[src/hdl/flash_table_pkg.sv]
package flash_table_pkg;

   // ----------------------------------------
   // register select codes on the special function port
   // ----------------------------------------
   localparam logic [2:0] SEL_CONTROL = 3'h0;
   localparam logic [2:0] SEL_UNLOCK = 3'h1;
   localparam logic [2:0] SEL_LATCH = 3'h2;
   localparam logic [2:0] SEL_PTR_UPPER = 3'h3;
   localparam logic [2:0] SEL_PTR_HIGH = 3'h4;
   localparam logic [2:0] SEL_PTR_LOW = 3'h5;

   // ----------------------------------------
   // memory_access_control field positions
   // ----------------------------------------
   localparam int BIT_PROG_SEL = 7;
   localparam int BIT_CFG_SEL = 6;
   localparam int BIT_ERASE_EN = 4;
   localparam int BIT_ABORT = 3;
   localparam int BIT_PERMIT = 2;
   localparam int BIT_WR = 1;
   localparam int BIT_RD = 0;

   // ----------------------------------------
   // widths, keys and reset values
   // ----------------------------------------
   localparam int PTR_W = 22;
   localparam int HOLD_N = 8;
   localparam logic [7:0] UNLOCK_KEY1 = 8'h55;
   localparam logic [7:0] UNLOCK_KEY2 = 8'hAA;
   localparam logic [7:0] HOLD_RESET = 8'hFF;
   localparam logic [7:0] BYTE_ZERO = 8'h00;

   // ----------------------------------------
   // timing
   // ----------------------------------------
   localparam int CLK_MHZ = 40;
   localparam int PROG_TIME_US = 2000;
   localparam int PROG_CYCLES = PROG_TIME_US * CLK_MHZ;
   localparam int TIMER_W = 17;

   // ----------------------------------------
   // types
   // ----------------------------------------
   typedef enum logic [1:0] {
      TBL_NONE = 2'b00,
      TBL_POSTINC = 2'b01,
      TBL_POSTDEC = 2'b10,
      TBL_PREINC = 2'b11
   } tbl_mode_e;

   typedef enum logic [1:0] {
      SPACE_EEPROM = 2'b00,
      SPACE_PROGRAM = 2'b01,
      SPACE_CONFIG = 2'b10
   } space_e;

   typedef enum logic [1:0] {
      ST_IDLE = 2'b00,
      ST_READ = 2'b01,
      ST_LONG = 2'b10
   } seq_state_e;

   typedef struct packed {
      logic [2:0] sel;
      logic wr;
      logic rd;
      logic [7:0] wdata;
   } sfr_req_s;

   typedef struct packed {
      logic req;
      logic write;
      tbl_mode_e mode;
   } tbl_req_s;

   typedef struct packed {
      logic req;
      space_e space;
      logic [PTR_W-1:0] addr;
   } flash_rd_s;

   typedef struct packed {
      logic active;
      logic erase;
      space_e space;
      logic [PTR_W-1:0] addr;
      logic [8*HOLD_N-1:0] data;
   } prog_cmd_s;

endpackage

[src/hdl/prog_timer.sv]
`timescale 1ns/1ps
module prog_timer
   import flash_table_pkg::*;
#(
   parameter int CYCLES = PROG_CYCLES
) (
   input wire logic clk,
   input wire logic nrst,
   input wire logic start,
   output logic done
);
   logic [TIMER_W-1:0] cnt_reg;
   logic run_reg;
   logic done_reg;

   // ----------------------------------------
   // countdown
   // ----------------------------------------
   always_ff @(posedge clk or negedge nrst) begin
      if (!nrst) begin
         cnt_reg <= '0;
         run_reg <= 1'b0;
         done_reg <= 1'b0;
      end else begin
         done_reg <= 1'b0;
         if (start) begin
            cnt_reg <= TIMER_W'(CYCLES);
            run_reg <= 1'b1;
         end else if (run_reg) begin
            if (cnt_reg == TIMER_W'(1)) begin
               run_reg <= 1'b0;
               done_reg <= 1'b1;
            end
            cnt_reg <= cnt_reg - TIMER_W'(1);
         end
      end
   end

   assign done = done_reg;
endmodule // prog_timer

[src/hdl/program_flash_table_access.sv]
`timescale 1ns/1ps
// Notes on behaviour
// - unlock port stores nothing, reads zero
// - bit 7 picks program flash or eeprom
// - bit 6 picks config space, overriding bit 7
// - bit 4 makes next start an erase
// - writes need write permit; clear at reset
// - abort flag set at start, cleared at end
// - write start set-only, hardware clears it
// - done flag set at end, software clears
// - eight-bit latch carries every byte
// - three bytes form 22-bit byte pointer
// - pointer top bit selects id/config space on table reads
// - four pointer update modes per table op
// - pointer steps leave top bit alone
// - table read uses all 22 pointer bits
// - address lsb picks byte of word
// - table write fills holding reg by ptr[2:0]
// - ptr[21:3] selects the 8-byte block
// - erase row by ptr[21:6], low ignored
// - only whole 64-byte row erase offered
// - core stalls for the timed long cycle
// - holding regs FFh after reset and write
module program_flash_table_access #(
   parameter int PROG_TIME_CYCLES = flash_table_pkg::PROG_CYCLES
) (
   input wire logic clk,
   input wire logic nrst,
   input flash_table_pkg::sfr_req_s sfr,
   output logic [7:0] sfr_rdata,
   input flash_table_pkg::tbl_req_s tbl,
   output logic tbl_ready,
   output logic tbl_done,
   output flash_table_pkg::flash_rd_s flash_rd,
   input wire logic [15:0] flash_rdata,
   input wire logic flash_rvalid,
   output flash_table_pkg::prog_cmd_s prog,
   output logic cpu_stall,
   output logic nvm_done_flag,
   input wire logic nvm_done_clear
);
   import flash_table_pkg::*;

   // ----------------------------------------
   // decode helpers
   // ----------------------------------------
   function automatic space_e space_of(input logic cfg, input logic prog_sel);
      // config select overrides the program/eeprom choice
      if (cfg) begin
         return SPACE_CONFIG;
      end
      return prog_sel ? SPACE_PROGRAM : SPACE_EEPROM;
   endfunction

   function automatic logic [PTR_W-1:0] step_ptr(input logic [PTR_W-1:0] p, input logic down);
      logic [PTR_W-2:0] low;
      low = down ? (p[PTR_W-2:0] - 21'h000001) : (p[PTR_W-2:0] + 21'h000001);
      return {p[PTR_W-1], low};
   endfunction

   seq_state_e state_reg;
   seq_state_e state_next;
   logic [PTR_W-1:0] table_pointer_reg;
   logic [7:0] table_data_latch_reg;
   logic [7:0] hold_reg [HOLD_N];
   logic [8*HOLD_N-1:0] hold_flat;
   logic prog_sel_reg, cfg_sel_reg, erase_en_reg, abort_reg, permit_reg, wr_reg, rd_reg;
   logic [1:0] unlock_stage_reg;
   logic read_from_ctl_reg;
   logic [7:0] sfr_rdata_reg;
   logic tbl_ready_reg, tbl_done_reg, stall_reg, nvm_done_reg;
   flash_rd_s flash_rd_reg;
   prog_cmd_s prog_reg;
   logic timer_done;
   logic wr_ctl, wr_start_req, start_ok, start_bad, rd_start, tbl_go, armed;
   logic [PTR_W-1:0] access_addr;
   logic [7:0] read_byte;

   assign wr_ctl = sfr.wr && (sfr.sel == SEL_CONTROL) && (state_reg != ST_LONG);
   assign armed = (unlock_stage_reg == 2'h2);
   assign wr_start_req = wr_ctl && sfr.wdata[BIT_WR] && !wr_reg && (state_reg == ST_IDLE);
   // start needs permit and fresh unlock
   assign start_ok = wr_start_req && armed && permit_reg;
   assign start_bad = wr_start_req && !start_ok;
   assign rd_start = wr_ctl && sfr.wdata[BIT_RD] && !rd_reg && (state_reg == ST_IDLE) && !start_ok;
   // table ops only while idle; the core waits on tbl_ready
   assign tbl_go = tbl.req && tbl_ready_reg && (state_reg == ST_IDLE) && !start_ok && !rd_start;
   assign access_addr = (tbl.mode == TBL_PREINC) ? step_ptr(table_pointer_reg, 1'b0) : table_pointer_reg;
   // lsb picks high or low byte of word
   assign read_byte = flash_rd_reg.addr[0] ? flash_rdata[15:8] : flash_rdata[7:0];

   // ----------------------------------------
   // sequencer
   // ----------------------------------------
   always_comb begin
      state_next = state_reg;
      case (state_reg)
         ST_IDLE: begin
            if (start_ok) begin
               state_next = ST_LONG;
            end else if (rd_start || (tbl_go && !tbl.write)) begin
               state_next = ST_READ;
            end
         end
         ST_READ: begin
            if (flash_rvalid) begin
               state_next = ST_IDLE;
            end
         end
         ST_LONG: begin
            if (timer_done) begin
               state_next = ST_IDLE;
            end
         end
         default: begin
            state_next = ST_IDLE;
         end
      endcase
   end

   always_ff @(posedge clk or negedge nrst) begin
      if (!nrst) begin
         state_reg <= ST_IDLE;
      end else begin
         state_reg <= state_next;
      end
   end

   prog_timer #(
      .CYCLES(PROG_TIME_CYCLES)
   ) u_timer (
      .clk(clk),
      .nrst(nrst),
      .start(start_ok),
      .done(timer_done)
   );

   // ----------------------------------------
   // table pointer
   // ----------------------------------------
   always_ff @(posedge clk or negedge nrst) begin
      if (!nrst) begin
         table_pointer_reg <= '0;
      end else if (tbl_go) begin
         // steps touch only low 21 bits
         case (tbl.mode)
            TBL_POSTINC, TBL_PREINC: table_pointer_reg <= step_ptr(table_pointer_reg, 1'b0);
            TBL_POSTDEC: table_pointer_reg <= step_ptr(table_pointer_reg, 1'b1);
            default: table_pointer_reg <= table_pointer_reg;
         endcase
      end else if (sfr.wr && (state_reg != ST_LONG)) begin
         case (sfr.sel)
            SEL_PTR_UPPER: table_pointer_reg[PTR_W-1:16] <= sfr.wdata[5:0];
            SEL_PTR_HIGH: table_pointer_reg[15:8] <= sfr.wdata;
            SEL_PTR_LOW: table_pointer_reg[7:0] <= sfr.wdata;
            default: table_pointer_reg <= table_pointer_reg;
         endcase
      end
   end

   // ----------------------------------------
   // table latch and holding registers
   // ----------------------------------------
   always_ff @(posedge clk or negedge nrst) begin
      if (!nrst) begin
         table_data_latch_reg <= BYTE_ZERO;
      end else if ((state_reg == ST_READ) && flash_rvalid) begin
         table_data_latch_reg <= read_byte;
      end else if (sfr.wr && (sfr.sel == SEL_LATCH) && (state_reg != ST_LONG)) begin
         table_data_latch_reg <= sfr.wdata;
      end
   end

   generate
      for (genvar i = 0; i < HOLD_N; i++) begin : g_hold
         always_ff @(posedge clk or negedge nrst) begin
            if (!nrst) begin
               hold_reg[i] <= HOLD_RESET;
            end else if ((state_reg == ST_LONG) && timer_done) begin
               // back to FFh after every long cycle
               hold_reg[i] <= HOLD_RESET;
            end else if (tbl_go && tbl.write && (access_addr[2:0] == 3'(i))) begin
               // low pointer bits pick the holding reg
               hold_reg[i] <= table_data_latch_reg;
            end
         end
         assign hold_flat[8*i +: 8] = hold_reg[i];
      end
   endgenerate

   // ----------------------------------------
   // memory_access_control bits
   // ----------------------------------------
   always_ff @(posedge clk or negedge nrst) begin
      if (!nrst) begin
         prog_sel_reg <= 1'b0;
         cfg_sel_reg <= 1'b0;
         permit_reg <= 1'b0;
      end else if (wr_ctl) begin
         prog_sel_reg <= sfr.wdata[BIT_PROG_SEL];
         cfg_sel_reg <= sfr.wdata[BIT_CFG_SEL];
         permit_reg <= sfr.wdata[BIT_PERMIT];
      end
   end

   always_ff @(posedge clk or negedge nrst) begin
      if (!nrst) begin
         erase_en_reg <= 1'b0;
      end else if ((state_reg == ST_LONG) && timer_done && prog_reg.erase) begin
         // erase enable drops after the erase
         erase_en_reg <= 1'b0;
      end else if (wr_ctl) begin
         erase_en_reg <= sfr.wdata[BIT_ERASE_EN];
      end
   end

   always_ff @(posedge clk or negedge nrst) begin
      if (!nrst) begin
         abort_reg <= 1'b0;
      end else if (start_ok || start_bad) begin
         // set at start and by an improper try
         abort_reg <= 1'b1;
      end else if ((state_reg == ST_LONG) && timer_done) begin
         abort_reg <= 1'b0;
      end else if (wr_ctl) begin
         abort_reg <= sfr.wdata[BIT_ABORT];
      end
   end

   always_ff @(posedge clk or negedge nrst) begin
      if (!nrst) begin
         wr_reg <= 1'b0;
      end else if (start_ok) begin
         wr_reg <= 1'b1;
      end else if ((state_reg == ST_LONG) && timer_done) begin
         wr_reg <= 1'b0;
      end
   end

   always_ff @(posedge clk or negedge nrst) begin
      if (!nrst) begin
         rd_reg <= 1'b0;
         read_from_ctl_reg <= 1'b0;
      end else if (rd_start) begin
         rd_reg <= 1'b1;
         read_from_ctl_reg <= 1'b1;
      end else if ((state_reg == ST_READ) && flash_rvalid) begin
         rd_reg <= 1'b0;
         read_from_ctl_reg <= 1'b0;
      end
   end

   // ----------------------------------------
   // unlock sequence
   // ----------------------------------------
   // any other register write between the keys and the start disarms
   always_ff @(posedge clk or negedge nrst) begin
      if (!nrst) begin
         unlock_stage_reg <= 2'h0;
      end else if (sfr.wr && (sfr.sel == SEL_UNLOCK)) begin
         if (sfr.wdata == UNLOCK_KEY1) begin
            unlock_stage_reg <= 2'h1;
         end else if ((unlock_stage_reg == 2'h1) && (sfr.wdata == UNLOCK_KEY2)) begin
            unlock_stage_reg <= 2'h2;
         end else begin
            unlock_stage_reg <= 2'h0;
         end
      end else if (sfr.wr) begin
         unlock_stage_reg <= 2'h0;
      end
   end

   // ----------------------------------------
   // register read port
   // ----------------------------------------
   always_ff @(posedge clk or negedge nrst) begin
      if (!nrst) begin
         sfr_rdata_reg <= BYTE_ZERO;
      end else if (sfr.rd) begin
         case (sfr.sel)
            SEL_CONTROL: sfr_rdata_reg <= {prog_sel_reg, cfg_sel_reg, 1'b0, erase_en_reg,
                                           abort_reg, permit_reg, wr_reg, rd_reg};
            SEL_LATCH: sfr_rdata_reg <= table_data_latch_reg;
            SEL_PTR_UPPER: sfr_rdata_reg <= {2'b00, table_pointer_reg[PTR_W-1:16]};
            SEL_PTR_HIGH: sfr_rdata_reg <= table_pointer_reg[15:8];
            SEL_PTR_LOW: sfr_rdata_reg <= table_pointer_reg[7:0];
            default: sfr_rdata_reg <= BYTE_ZERO;
         endcase
      end
   end

   // ----------------------------------------
   // flash read request
   // ----------------------------------------
   always_ff @(posedge clk or negedge nrst) begin
      if (!nrst) begin
         flash_rd_reg <= '0;
      end else begin
         flash_rd_reg.req <= 1'b0;
         if (rd_start) begin
            flash_rd_reg.req <= 1'b1;
            flash_rd_reg.space <= space_of(cfg_sel_reg, prog_sel_reg);
            flash_rd_reg.addr <= table_pointer_reg;
         end else if (tbl_go && !tbl.write) begin
            // full 22-bit byte address goes out
            // top pointer bit reaches id/config space
            flash_rd_reg.req <= 1'b1;
            flash_rd_reg.space <= access_addr[PTR_W-1] ? SPACE_CONFIG : SPACE_PROGRAM;
            flash_rd_reg.addr <= access_addr;
         end
      end
   end

   // ----------------------------------------
   // long cycle command
   // ----------------------------------------
   always_ff @(posedge clk or negedge nrst) begin
      if (!nrst) begin
         prog_reg <= '0;
      end else if (start_ok) begin
         prog_reg.active <= 1'b1;
         prog_reg.erase <= erase_en_reg;
         prog_reg.space <= space_of(cfg_sel_reg, prog_sel_reg);
         prog_reg.data <= hold_flat;
         prog_reg.addr <= erase_en_reg ? {table_pointer_reg[PTR_W-1:6], 6'h00}
                                       : {table_pointer_reg[PTR_W-1:3], 3'h0};
      end else if ((state_reg == ST_LONG) && timer_done) begin
         prog_reg.active <= 1'b0;
      end
   end

   // ----------------------------------------
   // core handshake and done flag
   // ----------------------------------------
   always_ff @(posedge clk or negedge nrst) begin
      if (!nrst) begin
         tbl_ready_reg <= 1'b0;
         tbl_done_reg <= 1'b0;
         stall_reg <= 1'b0;
      end else begin
         tbl_ready_reg <= (state_next == ST_IDLE);
         // core halts through the long cycle
         stall_reg <= (state_next == ST_LONG);
         tbl_done_reg <= (tbl_go && tbl.write) ||
                         ((state_reg == ST_READ) && flash_rvalid && !read_from_ctl_reg);
      end
   end

   always_ff @(posedge clk or negedge nrst) begin
      if (!nrst) begin
         nvm_done_reg <= 1'b0;
      end else if ((state_reg == ST_LONG) && timer_done) begin
         // set wins over a same-cycle clear
         nvm_done_reg <= 1'b1;
      end else if (nvm_done_clear) begin
         nvm_done_reg <= 1'b0;
      end
   end

   assign sfr_rdata = sfr_rdata_reg;
   assign tbl_ready = tbl_ready_reg;
   assign tbl_done = tbl_done_reg;
   assign flash_rd = flash_rd_reg;
   assign prog = prog_reg;
   assign cpu_stall = stall_reg;
   assign nvm_done_flag = nvm_done_reg;
endmodule // program_flash_table_access

[config.mk]
export PLATFORM = sky130hd
export DESIGN_NAME = program_flash_table_access
export DESIGN_NICKNAME = d
export VERILOG_FILES = /design/src/hdl/flash_table_pkg.sv /design/src/hdl/prog_timer.sv /design/src/hdl/program_flash_table_access.sv
export SDC_FILE = /design/constraint.sdc
export NUM_CORES = 1
export LEC_CHECK = 0
export ABC_AREA = 1
export BUFFER_PORTS_ARGS = -buffer_cell sky130_fd_sc_hd__buf_2
export CORE_MARGIN = 3
export CORE_UTILIZATION = 53
export CTS_CLUSTER_DIAMETER = 150
export DETAILED_ROUTE_END_ITERATION = 10
export PLACE_DENSITY = 0.77
export SYNTH_ARGS = -nofsm -noshare
export SYNTH_HDL_FRONTEND = slang
export SYNTH_HIERARCHICAL = 1
export SYNTH_SLANG_ARGS = --single-unit
[constraint.sdc]
create_clock -name clk -period 2.1 [get_ports clk]
set_input_delay 0.21 -clock clk [delete_from_list [all_inputs] [get_ports clk]]
set_output_delay 0.21 -clock clk [all_outputs]
set_load 0.01 [all_outputs]
Yosys cells after proc, flatten, opt, wreduce, memory -nomap -nowiden
Cells that the tools add are included.

operators by class
  shifts and indexed selects = 0
  eq/ne operators = 25
  div/mod/pow operators = 0
  $add $sub $neg = 3
  $lt $le $gt $ge = 0
  reductions and logical operators = 73
  bitwise operators = 1
  $mul = 0
  muxes and demuxes = 66

operators with widths
  cell                   count
  $mux 8                 21
  $mux 25                2
  $mux 22                2
  $pmux 21 s2            1
  $pmux 8 s5             1
  $reduce_bool 2->1      20
  $logic_and 1x1->1      35
  $mux 17                2
  $mux 2                 12
  $add 21x1->21 const B  1
  $mux 1                 21
  $mux 21                1
  $sub 21x1->21 const B  1
  $eq 3x3->1 const B     6
  $eq 17x1->1 const B    1
  $sub 17x1->17 const B  1
  $eq 3x2->1 const B     4
  $mux 6                 2
  $reduce_and 3->1       4
  $eq 2x2->1 const B     5
  $eq 8x7->1 const B     1
  $eq 8x8->1 const B     1
  $eq 2x1->1 const B     3
  $eq 3x1->1 const B     2
  10 further kinds       18

storage, ports and cells
  register bits = 250
  memories kept = 0
  RAM bits = 0
  input port bits = 37
  latch bits = 0
  word-level logic and storage cells = 205
  ROM bits = 0
  output and inout bits = 127

Depth between registers and ports, before layout
Gate-level depths: netlist of run 1.

  depth in word-level cells = 18
  gate-level depth with buffers = 14
  mapped depth without buffers = 13

By module
The synthesis of run 1 kept the hierarchy.

modules (own cells, without submodules)
  module                      area each (µm²)  sequential area each (µm²)  cells an instance  times used
  program_flash_table_access  11202.0          5785.5                      1451               1
  prog_timer                  1078.5           475.5                       137                1

Worst setup path after synthesis of run 1
Ideal clock, no wire load.

  path type = register to register
  start point = register table_pointer_reg[0]
  end point = register hold_reg, in the netlist hold_flat[24]
  cell stages (with the launch flop) = 11
  setup slack = 0.013 ns
  path buffers = 0
  library setup time = 0.061 ns
  arrival time = 2.026 ns
  required time = 2.039 ns
  period minus slack after synthesis = 2.087 ns
  path through = dfrtp_1 -> inv_1 -> ha_1 -> inv_1 -> o21ai_0 -> inv_1 -> nor2_1 -> nand4_2 -> nand2_1 -> nand2_1 -> nand2_1

between the ends
  cells in the longest elaborated chain, start to end = 5

ends and longest elaborated chain
  what                                  line                               source
  from (decl)                           program_flash_table_access.sv:63   logic [PTR_W-1:0] table_pointer_reg;
  from (signal assigned)                program_flash_table_access.sv:147  TBL_POSTINC, TBL_PREINC: table_pointer_reg <= step_ptr(table_pointer_reg, 1'b0);
  from (signal assigned)                program_flash_table_access.sv:148  TBL_POSTDEC: table_pointer_reg <= step_ptr(table_pointer_reg, 1'b1);
  from (signal assigned)                program_flash_table_access.sv:149  default: table_pointer_reg <= table_pointer_reg;
  $add 21x1->21                         n/a
  $mux 21 *                             program_flash_table_access.sv:88   assign access_addr = (tbl.mode == TBL_PREINC) ? step_ptr(table_pointer_reg, 1'b0) : table_pointer_reg;
  $eq 3x2->1 *                          program_flash_table_access.sv:182  end else if (tbl_go && tbl.write && (access_addr[2:0] == 3'(i))) begin
  $logic_and 1x1->1 *                   program_flash_table_access.sv:182
  $reduce_bool 2->1 (no source line) *  n/a
  to (signal, indexed assignment)       program_flash_table_access.sv:184  hold_reg[i] <= table_data_latch_reg;
  to (decl)                             program_flash_table_access.sv:65   logic [7:0] hold_reg [HOLD_N];

Mark *: on every way between the ends. The rest lies on a longest branch, timed or not.
A chain may end at the register's enable or synchronous reset.

Worst setup path in the final report of run 1
  start point = register table_pointer_reg[0]
  end point = register hold_reg, in the netlist hold_flat[27]

The elaborated chain is that of the path after synthesis.

==> results of run 1 <==
==> stage by stage <==
stage          hold slack (ps)  utilization [%]  instances  power (mW)  setup slack, ps
2_1_floorplan            -85.6                -       1590        5.03             12.7
5_1_grt                   27.5             65.0       2097        9.89            -4.86
3_5_place_dp               167             60.5       2038        5.28            -30.8
4_1_cts                   13.6             64.6       2095        9.65             11.5
3_3_place_gp               164             60.5       2038        5.28             85.6
6_report                  33.1             65.0       2097        9.58              129
==> power by group through the flow <==
stage	clock network [mW]	registers, mW	logic [mW]
final	4.35	4.80	0.422
after global routing	4.63	4.80	0.466
after CTS	4.44	4.80	0.416
after detailed placement	0	4.88	0.402
after global placement	0	4.88	0.398
after floorplan	0	4.88	0.149
==> layout make-up <==
class | instances | area, um2 | share of cell area [%]
sequential | 247 | 6260 | 42.4
multi-input combinational | 1166 | 5410 | 36.7
timing repair buffer | 239 | 1500 | 10.1
clock buffer | 39 | 759 | 5.14
inverter | 110 | 417 | 2.82
tap | 285 | 357 | 2.41
clock inverter | 9 | 58.8 | 0.398
antenna | 2 | 5.00 | 0.0339
==> per-layer routing <==
metal	wire length (um)	global-route usage, %
met3	3560	6.34
met4	850	7.82
met1	16200	43.0
met5	0	0
met2	16300	44.3
==> worst max-delay path, stage by stage (launching register included) <==
cell and delay [ps]:
dfrtp_1 380, buf_4 160, ha_2 220, xnor2_2 160, o21ai_4 260, inv_1 190
nand4_2 170, nand2_1 180, nand2_1 110, nand2_1 70
==> synth_stat cells (4+ instances only) <==
cell type and count:
dfrtp_1 183, nor3_1 6, a21oi_1 18, o211ai_1 13
inv_2 5, buf_2 10, o21ai_0 75, o22ai_1 7
nand3b_1 5, nand4_1 12, nand3_1 173, inv_1 102
dfstp_2 64, nand4_2 6, nor2_2 11, o21ai_1 5
clkbuf_1 44, nor2_1 114, xor2_1 12, buf_1 4
mux2_2 10, ha_1 4, nand2_1 656, o221ai_1 4
buf_4 6
==> path summary, 6_finish.rpt <==
path | from | to | slack [ps] | cells past startpoint
setup / recovery | table_pointer_reg[0] | hold_flat[27] | 130 | 9
hold / removal | sfr[4] | unlock_stage_reg[1] | 30 | 4
setup reg to reg | table_pointer_reg[0] | hold_flat[27] | 130 | 9
hold reg to reg | prog[46] | prog[46] | 470 | 2
max in group asynchronous | nrst | hold_flat[44] | 1180 | 3
min in group asynchronous | nrst | prog[12] | 190 | 2
==> what timing repair did <==
| item | CTS | global route |
|---|---|---|
| hold buffers | 9 | 0 |
| resized for setup | 2 | 31 |
| setup endpoints to repair | 5 | 104 |
| hold endpoints to repair | 60 | 0 |
| pin swaps | 0 | 1 |
==> logic make-up after synthesis <==
group	after synthesis	share of synthesized area (%)
compound gates	130	6.01
fa+ha+maj	4	0.408
simple gates	1006	34.9
flops	247	51.0
other cells	1	0.0305
xor+xnor	13	0.927
mux	10	0.917
buf+inv	177	5.83
==> results by group, run 1 <==
Route
  • DRT iter0 DRCs: approximately 1000
  • Routed WL per cell: roughly 18 um
  • 1st-pass router iterations: 9
  • Final wirelength: 36.9 mm
  • Via count: 11500
  • Vias/cell: 5.47
  • # DRC: 1
  • Antenna-violating nets left: 0

Pwr
  • Comb pwr share: ~4.4%
  • Static Leak: 7.99 nW
  • Power per cell area: 648 nW/um2
  • NetSw: 2.18 mW
  • Switching share of power: 22.7%
  • Seq pwr share: 50.1%
  • Max IR drop VDD: ~0.66 mV
  • Internal power: around 7.4 mW
  • Clock power share: between 40% and 50%

Critical path
  • Worst EP arrival: approximately 2400 ps
  • CP Max Fanout: 8
  • Crit path launch type: flip-flop
  • Crit path required time: 2560 ps
  • Critical path class: reg2reg
  • CP endpoint kind: flip-flop

Yosys
  • Distinct cell type count after synthesis: 48
  • Post-synthesis sequential area ratio: 51.0%
  • Synthesized instance count: 1588
  • YS warnings: 6
  • Register bit total from synthesis: between 200 and 250
  • EDFF count, synth: 0
  • Synth top area share: approximately 37%
  • Cell Area, Synth: roughly 12000 um2
  • Largest cells by area after synthesis: dfrtp_1 37%, nand2_1 20%, dfstp_2 14%, nand3_1 7.1%, nor2_1 3.5%
  • Synth area leader: dfrtp_1
  • Ys async rst share: 100%
  • Post-Syn Area per Cell: 7.73 um2
  • Top FF cell, synth: dfrtp_1

Status
  • Failing checks: design-rule violations
  • Run status: complete, but fails checks

Floorplanning
  • Core area: 22700 um2
  • # IOs: 164
  • Die area: ~25000 um2
  • Die Ht: 158 um
  • Initial core utilization: a little over half
  • FP Rows: 55
  • Die width: approximately 160 um

CTS
  • CTS Buf Count: 26
  • Clock Path Buffers: 3
  • H-tree level count: 1
  • CTS Root Cell: clkbuf_16
  • Worst-Skew Late Latency: 540 ps
  • CTS tree: built
  • Num Clock Sinks: 247
  • Post-CTS setup buffer count: 0
  • Worst-path clk slew: 60 ps

STA
  • Worst-margin pin slew: 575 ps
  • Post-Route Setup TNS: 0 ps
  • Tmin final: slightly below 2000 ps
  • Final Hold Vio Count: 0
  • Fin crit share: 93.9%
  • # setup viols final: 0
  • Slew HR: 61.7%
  • Fmax: 507 MHz
  • Clk_skew: 12.4 ps
  • Max Slew Vio Count: 0

GRT
  • First-pass GRT wire length: about 58 mm
  • Largest net degree at the start of global routing: between 50 and 60
  • Vias in the first global route: 10900
  • Tot GR Track Use: 29.3%
  • Initial antenna violation count: 2
  • Total grt overflow: 0

Job
  • Max cap viols: 0

Layout
  • Most frequent cells in the layout: 648 x nand2_1, 183 x dfrtp_1, 171 x nand3_1
  • # fillers: between 1500 and 2000
  • Max reg flops: 87
  • Most common cell after layout, fill and taps aside: nand2_1
  • Layout Nets: ~1800
  • Layout cells sized above 1: 22.7%
  • Layout area overhead: 20.3%
  • Final Cell Area: 14800 um2

Place
  • Buffers added on ports: 160
  • Post-DP HPWL: about 27 mm
  • Final Wtd Congestion: roughly 1
  • Placed Area: 13700 um2

Worst hold path
  • Hold WC Path Type: in2reg
(Power assumes the default switching activity.)
==> inputs of run 2 (changes only) <==
--- a/config.mk
+++ b/config.mk
@@ -5,13 +5,13 @@
 export SDC_FILE = /design/constraint.sdc
 export NUM_CORES = 1
 export LEC_CHECK = 0
-export ABC_AREA = 1
+export ABC_AREA = 0
 export BUFFER_PORTS_ARGS = -buffer_cell sky130_fd_sc_hd__buf_2
 export CORE_MARGIN = 3
 export CORE_UTILIZATION = 53
 export CTS_CLUSTER_DIAMETER = 150
 export DETAILED_ROUTE_END_ITERATION = 10
-export PLACE_DENSITY = 0.77
+export PLACE_DENSITY = 0.74
 export SYNTH_ARGS = -nofsm -noshare
 export SYNTH_HDL_FRONTEND = slang
 export SYNTH_HIERARCHICAL = 1
==> run 2 against run 1 <==
The flow finishes with violations (negative setup slack). Non-clock buffer count rose by 159. Fmax fell by 22%. Routed wire length rose by 22%. Worst hold slack got worse by 30 ps. Register-to-register slack got worse by 560 ps. Sequential share of layout area fell by 5.7 points. Critical path type unchanged. Via count rose by 7.1%. Clock power rose by 7.1%.
==> results by group, run 2 <==
STA
  • Final Hold Vio Count: 0
  • Fmax: 396 MHz
  • RSZ-0062 raised after global routing: yes
  • Final WS setup: -427 ps
  • Worst-margin pin slew: 822 ps
  • Final hold slack: 3.27 ps
  • Clk_skew: 10.5 ps
  • Slew HR: ~45%
  • Max Slew Vio Count: 0
  • Tmin final: between 2000 and 3000 ps
  • Post-Route Setup TNS: -43350 ps
  • Fin crit share: 120%
  • # setup viols final: approximately 200

Route
  • # DRC: 0
  • Vias/cell: 6.22
  • DRT iter0 DRCs: 1092
  • Via count: 12300
  • Routed WL per cell: 22.9 um
  • 1st-pass router iterations: 9
  • Final wirelength: 45.2 mm
  • Antenna-violating nets left: 0

Critical path
  • Crit path max-delay cell type: or4b_4
  • Worst path cell trace: or4b_4 > or3_4 > clkinv_8 > nor2_4 > buf_4 > buf_6 > or4b_1 > xor2_1 > nand2_1
  • CP endpoint kind: flip-flop
  • Critical path class: reg2reg
  • Worst R2R Setup Slack: -430 ps
  • Worst R2R End: u_timer/cnt_reg[7]
  • Crit path launch type: flip-flop
  • Worst EP arrival: 2950 ps
  • Launch point of the worst reg-to-reg path: state_reg[1]
  • Reg2reg path depth: 9
  • Largest stage delay on the critical path: 520 ps
  • CP Max Fanout: 5
  • Crit path required time: 2520 ps

Yosys
  • Largest cells by area after synthesis: dfrtp_1 37%, dfstp_2 14%, nand2_1 9.0%, nor2_1 4.8%, a21oi_1 3.3%
  • Post-synthesis sequential area ratio: 51.2%
  • Top FF cell, synth: dfrtp_1
  • Cell Area, Synth: between 10000 and 15000 um2
  • Synth top area share: 37.5%
  • Register bit total from synthesis: 247
  • Synth area leader: dfrtp_1
  • EDFF count, synth: 0
  • Synthesized instance count: 1351
  • Distinct cell type count after synthesis: 83
  • Post-Syn Area per Cell: around 9.0 um2
  • Ys async rst share: 100%
  • Most frequent cell after synthesis: nand2_1
  • Post-synth top cells: 294 x nand2_1, 183 x dfrtp_1, 155 x nor2_1
  • YS warnings: 6

Place
  • Post-DP HPWL: 26.1 mm
  • Final Wtd Congestion: about 0.95
  • Buffers added on ports: 160

Layout
  • Layout Nets: 1716
  • Max reg flops: 87
  • # fillers: 1477
  • Layout area overhead: 39.7%
  • Most common cell after layout, fill and taps aside: nand2_1
  • Most frequent cells in the layout: 287 x nand2_1, 183 x dfrtp_1, 159 x buf_2
  • Layout cells sized above 1: 36.7%

CTS
  • Clock Path Buffers: 3
  • Worst-path clk slew: 60 ps
  • CTS tree: built
  • CTS Root Cell: clkbuf_16
  • H-tree level count: 1
  • CTS Buf Count: 25
  • Worst-Skew Late Latency: 530 ps
  • Num Clock Sinks: 247

Worst hold path
  • Hold_sp: sfr[5]
  • Hold path endpoint: table_data_latch_reg[5]
  • Hold WC Path Type: in2reg
  • Hold path depth: 3

Floorplanning
  • Initial core utilization: 55.0%
  • Die Ht: 158 um
  • # IOs: roughly 160
  • Core area: 22200 um2
  • FP Rows: 54
  • Die width: 158 um
  • Die area: 24900 um2

Status
  • Run status: complete, but fails checks
  • Failing checks: negative setup slack

Pwr
  • Static Leak: 8.41 nW
  • Power per cell area: 891 nW/um2
  • Max IR drop VDD: 0.785 mV

GRT
  • First-pass GRT wire length: 66.8 mm
  • Total grt overflow: 0
  • Tot GR Track Use: 34.2%
  • Initial antenna violation count: 2
  • Vias in the first global route: 11900
  • Largest net degree at the start of global routing: 95

Job
  • Max cap viols: 0
==> run 2: timing repair <==
item,4_1_cts,5_1_grt
endpoints found under the hold margin,62,0
hold buffers,3,0
cloned,20,5
resized for setup,117,57
endpoints found under the setup margin,207,213
buffers inserted,43,14
pin swaps,28,25
==> run 2: worst max-delay path, delay by kind of cell, from the launching register on <==
kind	cells	cell delay [ps]
and+or+nand+nor	5	1530
xor gates and xnor gates	1	160
DFF	1	400
buffers and inverters	3	320
==> run 2: worst max-delay path by stage <==
stage                            start                  end  slack [ps]  cells after the start
after floorplan                sfr[11]  u_timer/cnt_reg[15]        -960                     13
after global placement         sfr[11]  u_timer/cnt_reg[15]        -480                      9
after detailed placement       sfr[11]  u_timer/cnt_reg[15]        -520                      9
after CTS                     prog[89]  u_timer/cnt_reg[15]        -350                      7
after global routing          prog[89]   u_timer/cnt_reg[7]        -490                      9
final                     state_reg[1]   u_timer/cnt_reg[7]        -430                      9
==> run 2: area by class of cell <==
class                   count  area, um2  area share (%)
diodes                      1       2.50          0.0147
clock buffers              35        703            4.12
clock inverters            11        140           0.821
inverters                  30        130           0.762
multi-input cells         973       5930            34.7
flip-flops and latches    247       6260            36.7
well taps                 280        350            2.05
repair buffers            398       3550            20.8
==> run 2: logic make-up (layout without fill, tap and decap cells) <==
kind of cell	after synthesis	in the layout	synth area share, %
AOI/OAI and AO/OA	256	257	14.6
xor gates and xnor gates	18	18	1.29
adders and majority gates	4	4	0.409
buffers and inverters	135	474	5.28
DFF	247	247	51.2
muxes	25	25	2.19
other	1	4	0.0307
and+or+nand+nor	665	666	25.0
==> run 2: power breakdown <==
part	leakage [nW]	switching, mW	internal (mW)	total, mW
clock network	0.415	1.95	2.71	4.66
registers	3.15	1.10	5.40	6.50
logic	4.84	2.21	1.86	4.07
total	8.41	5.25	9.97	15.2
==> run 2: layer usage <==
layer	global-route usage [%]	vias to the layer above	share of wire, %
li1	-	5359	-
met1	45.9	5946	38
met2	55.8	798	47
met3	5.14	181	9.9
met4	14.1	2	5.3
met5	0	-	0.029
==> run 2: metrics by stage <==
stage	utilization, %	instance area [um2]	std cells	power [mW]	worst slack [ps]
floorplan	-	12500	1353	8.05	-962
global placement	64.9	14400	1847	9.90	-481
detailed placement	64.9	14400	1847	9.97	-515
CTS	74.8	16600	1959	14.9	-354
global route	76.8	17100	1975	15.7	-495
finish	76.8	17100	1975	15.2	-427
==> inputs of run 3 (changes only) <==
--- a/config.mk
+++ b/config.mk
@@ -8,7 +8,7 @@
 export ABC_AREA = 0
 export BUFFER_PORTS_ARGS = -buffer_cell sky130_fd_sc_hd__buf_2
 export CORE_MARGIN = 3
-export CORE_UTILIZATION = 53
+export CORE_UTILIZATION = 55
 export CTS_CLUSTER_DIAMETER = 150
 export DETAILED_ROUTE_END_ITERATION = 10
 export PLACE_DENSITY = 0.74
@@ -16,3 +16,4 @@
 export SYNTH_HDL_FRONTEND = slang
 export SYNTH_HIERARCHICAL = 1
 export SYNTH_SLANG_ARGS = --single-unit
+export TNS_END_PERCENT = 10
==> constraint.sdc (replaced) <==
create_clock -name clk -period 3 [get_ports clk]
set_input_delay 0.3 -clock clk [delete_from_list [all_inputs] [get_ports clk]]
set_output_delay 0.3 -clock clk [all_outputs]
set_load 0.01 [all_outputs]
==> run 3 against run 2 <==
The flow now finishes without violations. Global-route usage down 5.5 points. Combinational power is 49% lower. Highest routed layer is now met4. Setup slack gained 670 ps. Final area down 16%. Sequential share of layout area rose by 7.1 points. Register-to-register slack gained 670 ps. Core utilization shrank 10 points. Clock skew rose by 4.8 ps.
==> results by group, run 3 (synthesis gave the netlist of run 2 again) <==
Status
  • Run status: complete, no violations

CTS
  • CTS Root Cell: clkbuf_16
  • H-tree level count: 1
  • Clock Path Buffers: 3
  • Worst-path clk slew: about 60 ps
  • PostCTS Resize Cnt: 0
  • CTS Buf Count: 27
  • CTS tree: built
  • Post-CTS setup buffer count: 0
  • Num Clock Sinks: 247
  • Post-CTS Hold Fix Bufs: 2
  • Worst-Skew Late Latency: 540 ps

Route
  • Via count: 10500
  • Final wirelength: 34.4 mm
  • Antenna-violating nets left: 0
  • # DRC: 0
  • Vias/cell: slightly below 6
  • 1st-pass router iterations: 5
  • DRT iter0 DRCs: 761
  • Routed WL per cell: 19.2 um

Critical path
  • Critical path class: reg2reg
  • Crit path launch type: flip-flop
  • CP endpoint kind: flip-flop
  • Crit path required time: 3410 ps
  • Worst EP arrival: 3170 ps
  • CP Max Fanout: 7
  • Crit path max-delay cell type: or4b_4
  • Largest stage delay on the critical path: 590 ps
  • Worst path cell trace: or4b_4 > or3_2 > clkinv_4 > nor2_2 > or3_4 > nor4_4 > mux2_1

Worst hold path
  • Hold WC Path Type: in2reg

STA
  • Tmin final: 2760 ps
  • Final Hold Vio Count: 0
  • Slew HR: between 30% and 40%
  • Worst-margin pin slew: 1000 ps
  • Final hold slack: 81.7 ps
  • Fin crit share: between 90 and 100%
  • Max Slew Vio Count: 0
  • RSZ-0062 raised after global routing: no
  • Clk_skew: 15.3 ps
  • # setup viols final: 0
  • Fmax: roughly 360 MHz

GRT
  • First-pass GRT wire length: 55.6 mm
  • Tot GR Track Use: 28.6%
  • Total grt overflow: 0
  • Initial antenna violation count: 0
  • Largest net degree at the start of global routing: between 90 and 100
  • Vias in the first global route: 10200

Floorplanning
  • Die area: about 24000 um2
  • # IOs: approximately 160
  • Initial core utilization: 57.1%
  • Core area: 21400 um2
  • Die Ht: 155 um
  • Die width: between 150 and 200 um
  • FP Rows: 53

Pwr
  • Max IR drop VDD: between 0.4 and 0.5 mV
  • Comb pwr share: roughly a fifth
  • Seq pwr share: between 40% and 50%
  • Power per cell area: 703 nW/um2
  • Tot Pwr: 10.0 mW
  • NetSw: 3.31 mW
  • Switching share of power: about 33%
  • Internal power: 6.73 mW
  • Static Leak: 7.10 nW
  • Clock power share: 34.6%

Layout
  • Final Cell Area: 14300 um2
  • Most common cell after layout, fill and taps aside: nand2_1
  • Most frequent cells in the layout: 294 x nand2_1, 183 x dfrtp_1, 159 x buf_2
  • Layout cells sized above 1: 24.6%
  • Max reg flops: 87
  • Layout Nets: 1533
  • Layout area overhead: 17.0%

Place
  • Post-DP HPWL: 23.7 mm
  • Placed Area: between 10000 and 15000 um2
  • Final Wtd Congestion: 0.983
  • Buffers added on ports: 160

Job
  • Max cap viols: 0
==> run 3: cell count changes in the layout (fill, tap and decap cells not counted), sizes merged <==
| cell | delta |
|---|---|
| o2111ai | -1 |
| clkinv | -1 |
| buf | -175 |
| bufbuf | -2 |
| dlygate4sd3 | -1 |
| bufinv | -1 |
| clkinvlp | +1 |
| nor2 | -1 |
==> run 3: final cells by class <==
cell class,count,area (um2)
clock inverter,10,120
clock buffer,40,845
sequential,247,6260
fill,1708,7120
timing repair buffer,215,1280
antenna,1,2.50
inverter,30,118
tap,275,344
multi-input combinational,971,5330
==> run 3: worst max-delay path, delay by kind of cell, from the launching register on <==
family                 cells  cell delay [ps]
buffers and inverters      1               80
flip-flops                 1              440
multiplexers               1              340
AND/OR/NAND/NOR            5             1780
==> run 3: through the flow <==
stage	setup TNS (ps)	std cells	setup slack [ps]	utilization, %
floorplan	-386	1353	-197	-
global placement	0	1736	142	62.2
detailed placement	0	1736	125	62.2
CTS	0	1788	251	66.8
global route	0	1788	178	66.8
finish	0	1789	241	66.8
==> run 3: metal layers <==
metal | global-route usage, % | wire length [um] | vias up
met4 | 8.20 | 1040 | 0
met3 | 5.34 | 2860 | 83
met1 | 41.1 | 14900 | 5034
li1 | - | - | 4982
met5 | 0 | 0 | -
met2 | 44.8 | 15600 | 445
==> run 3: power by group through the flow <==
stage               clock network (mW)  logic (mW)  registers, mW
finish                            3.48        2.06           4.51
global route                      3.68        2.26           4.54
CTS                               3.52        2.04           4.48
detailed placement                   0        2.03           4.53
global placement                     0        1.99           4.52
floorplan                            0        1.46           4.09
==> run 3: final timing paths <==
kind | from | endpoint | slack (ps) | cells after the start
max in group asynchronous | nrst | table_pointer_reg[19] | 1790 | 3
min reg2reg | prog[30] | prog[30] | 460 | 2
min | sfr[8] | sfr_rdata[7] | 80 | 2
max reg2reg | state_reg[1] | u_timer/cnt_reg[15] | 240 | 7
min in group asynchronous | nrst | prog[45] | 310 | 2
max | state_reg[1] | u_timer/cnt_reg[15] | 240 | 7
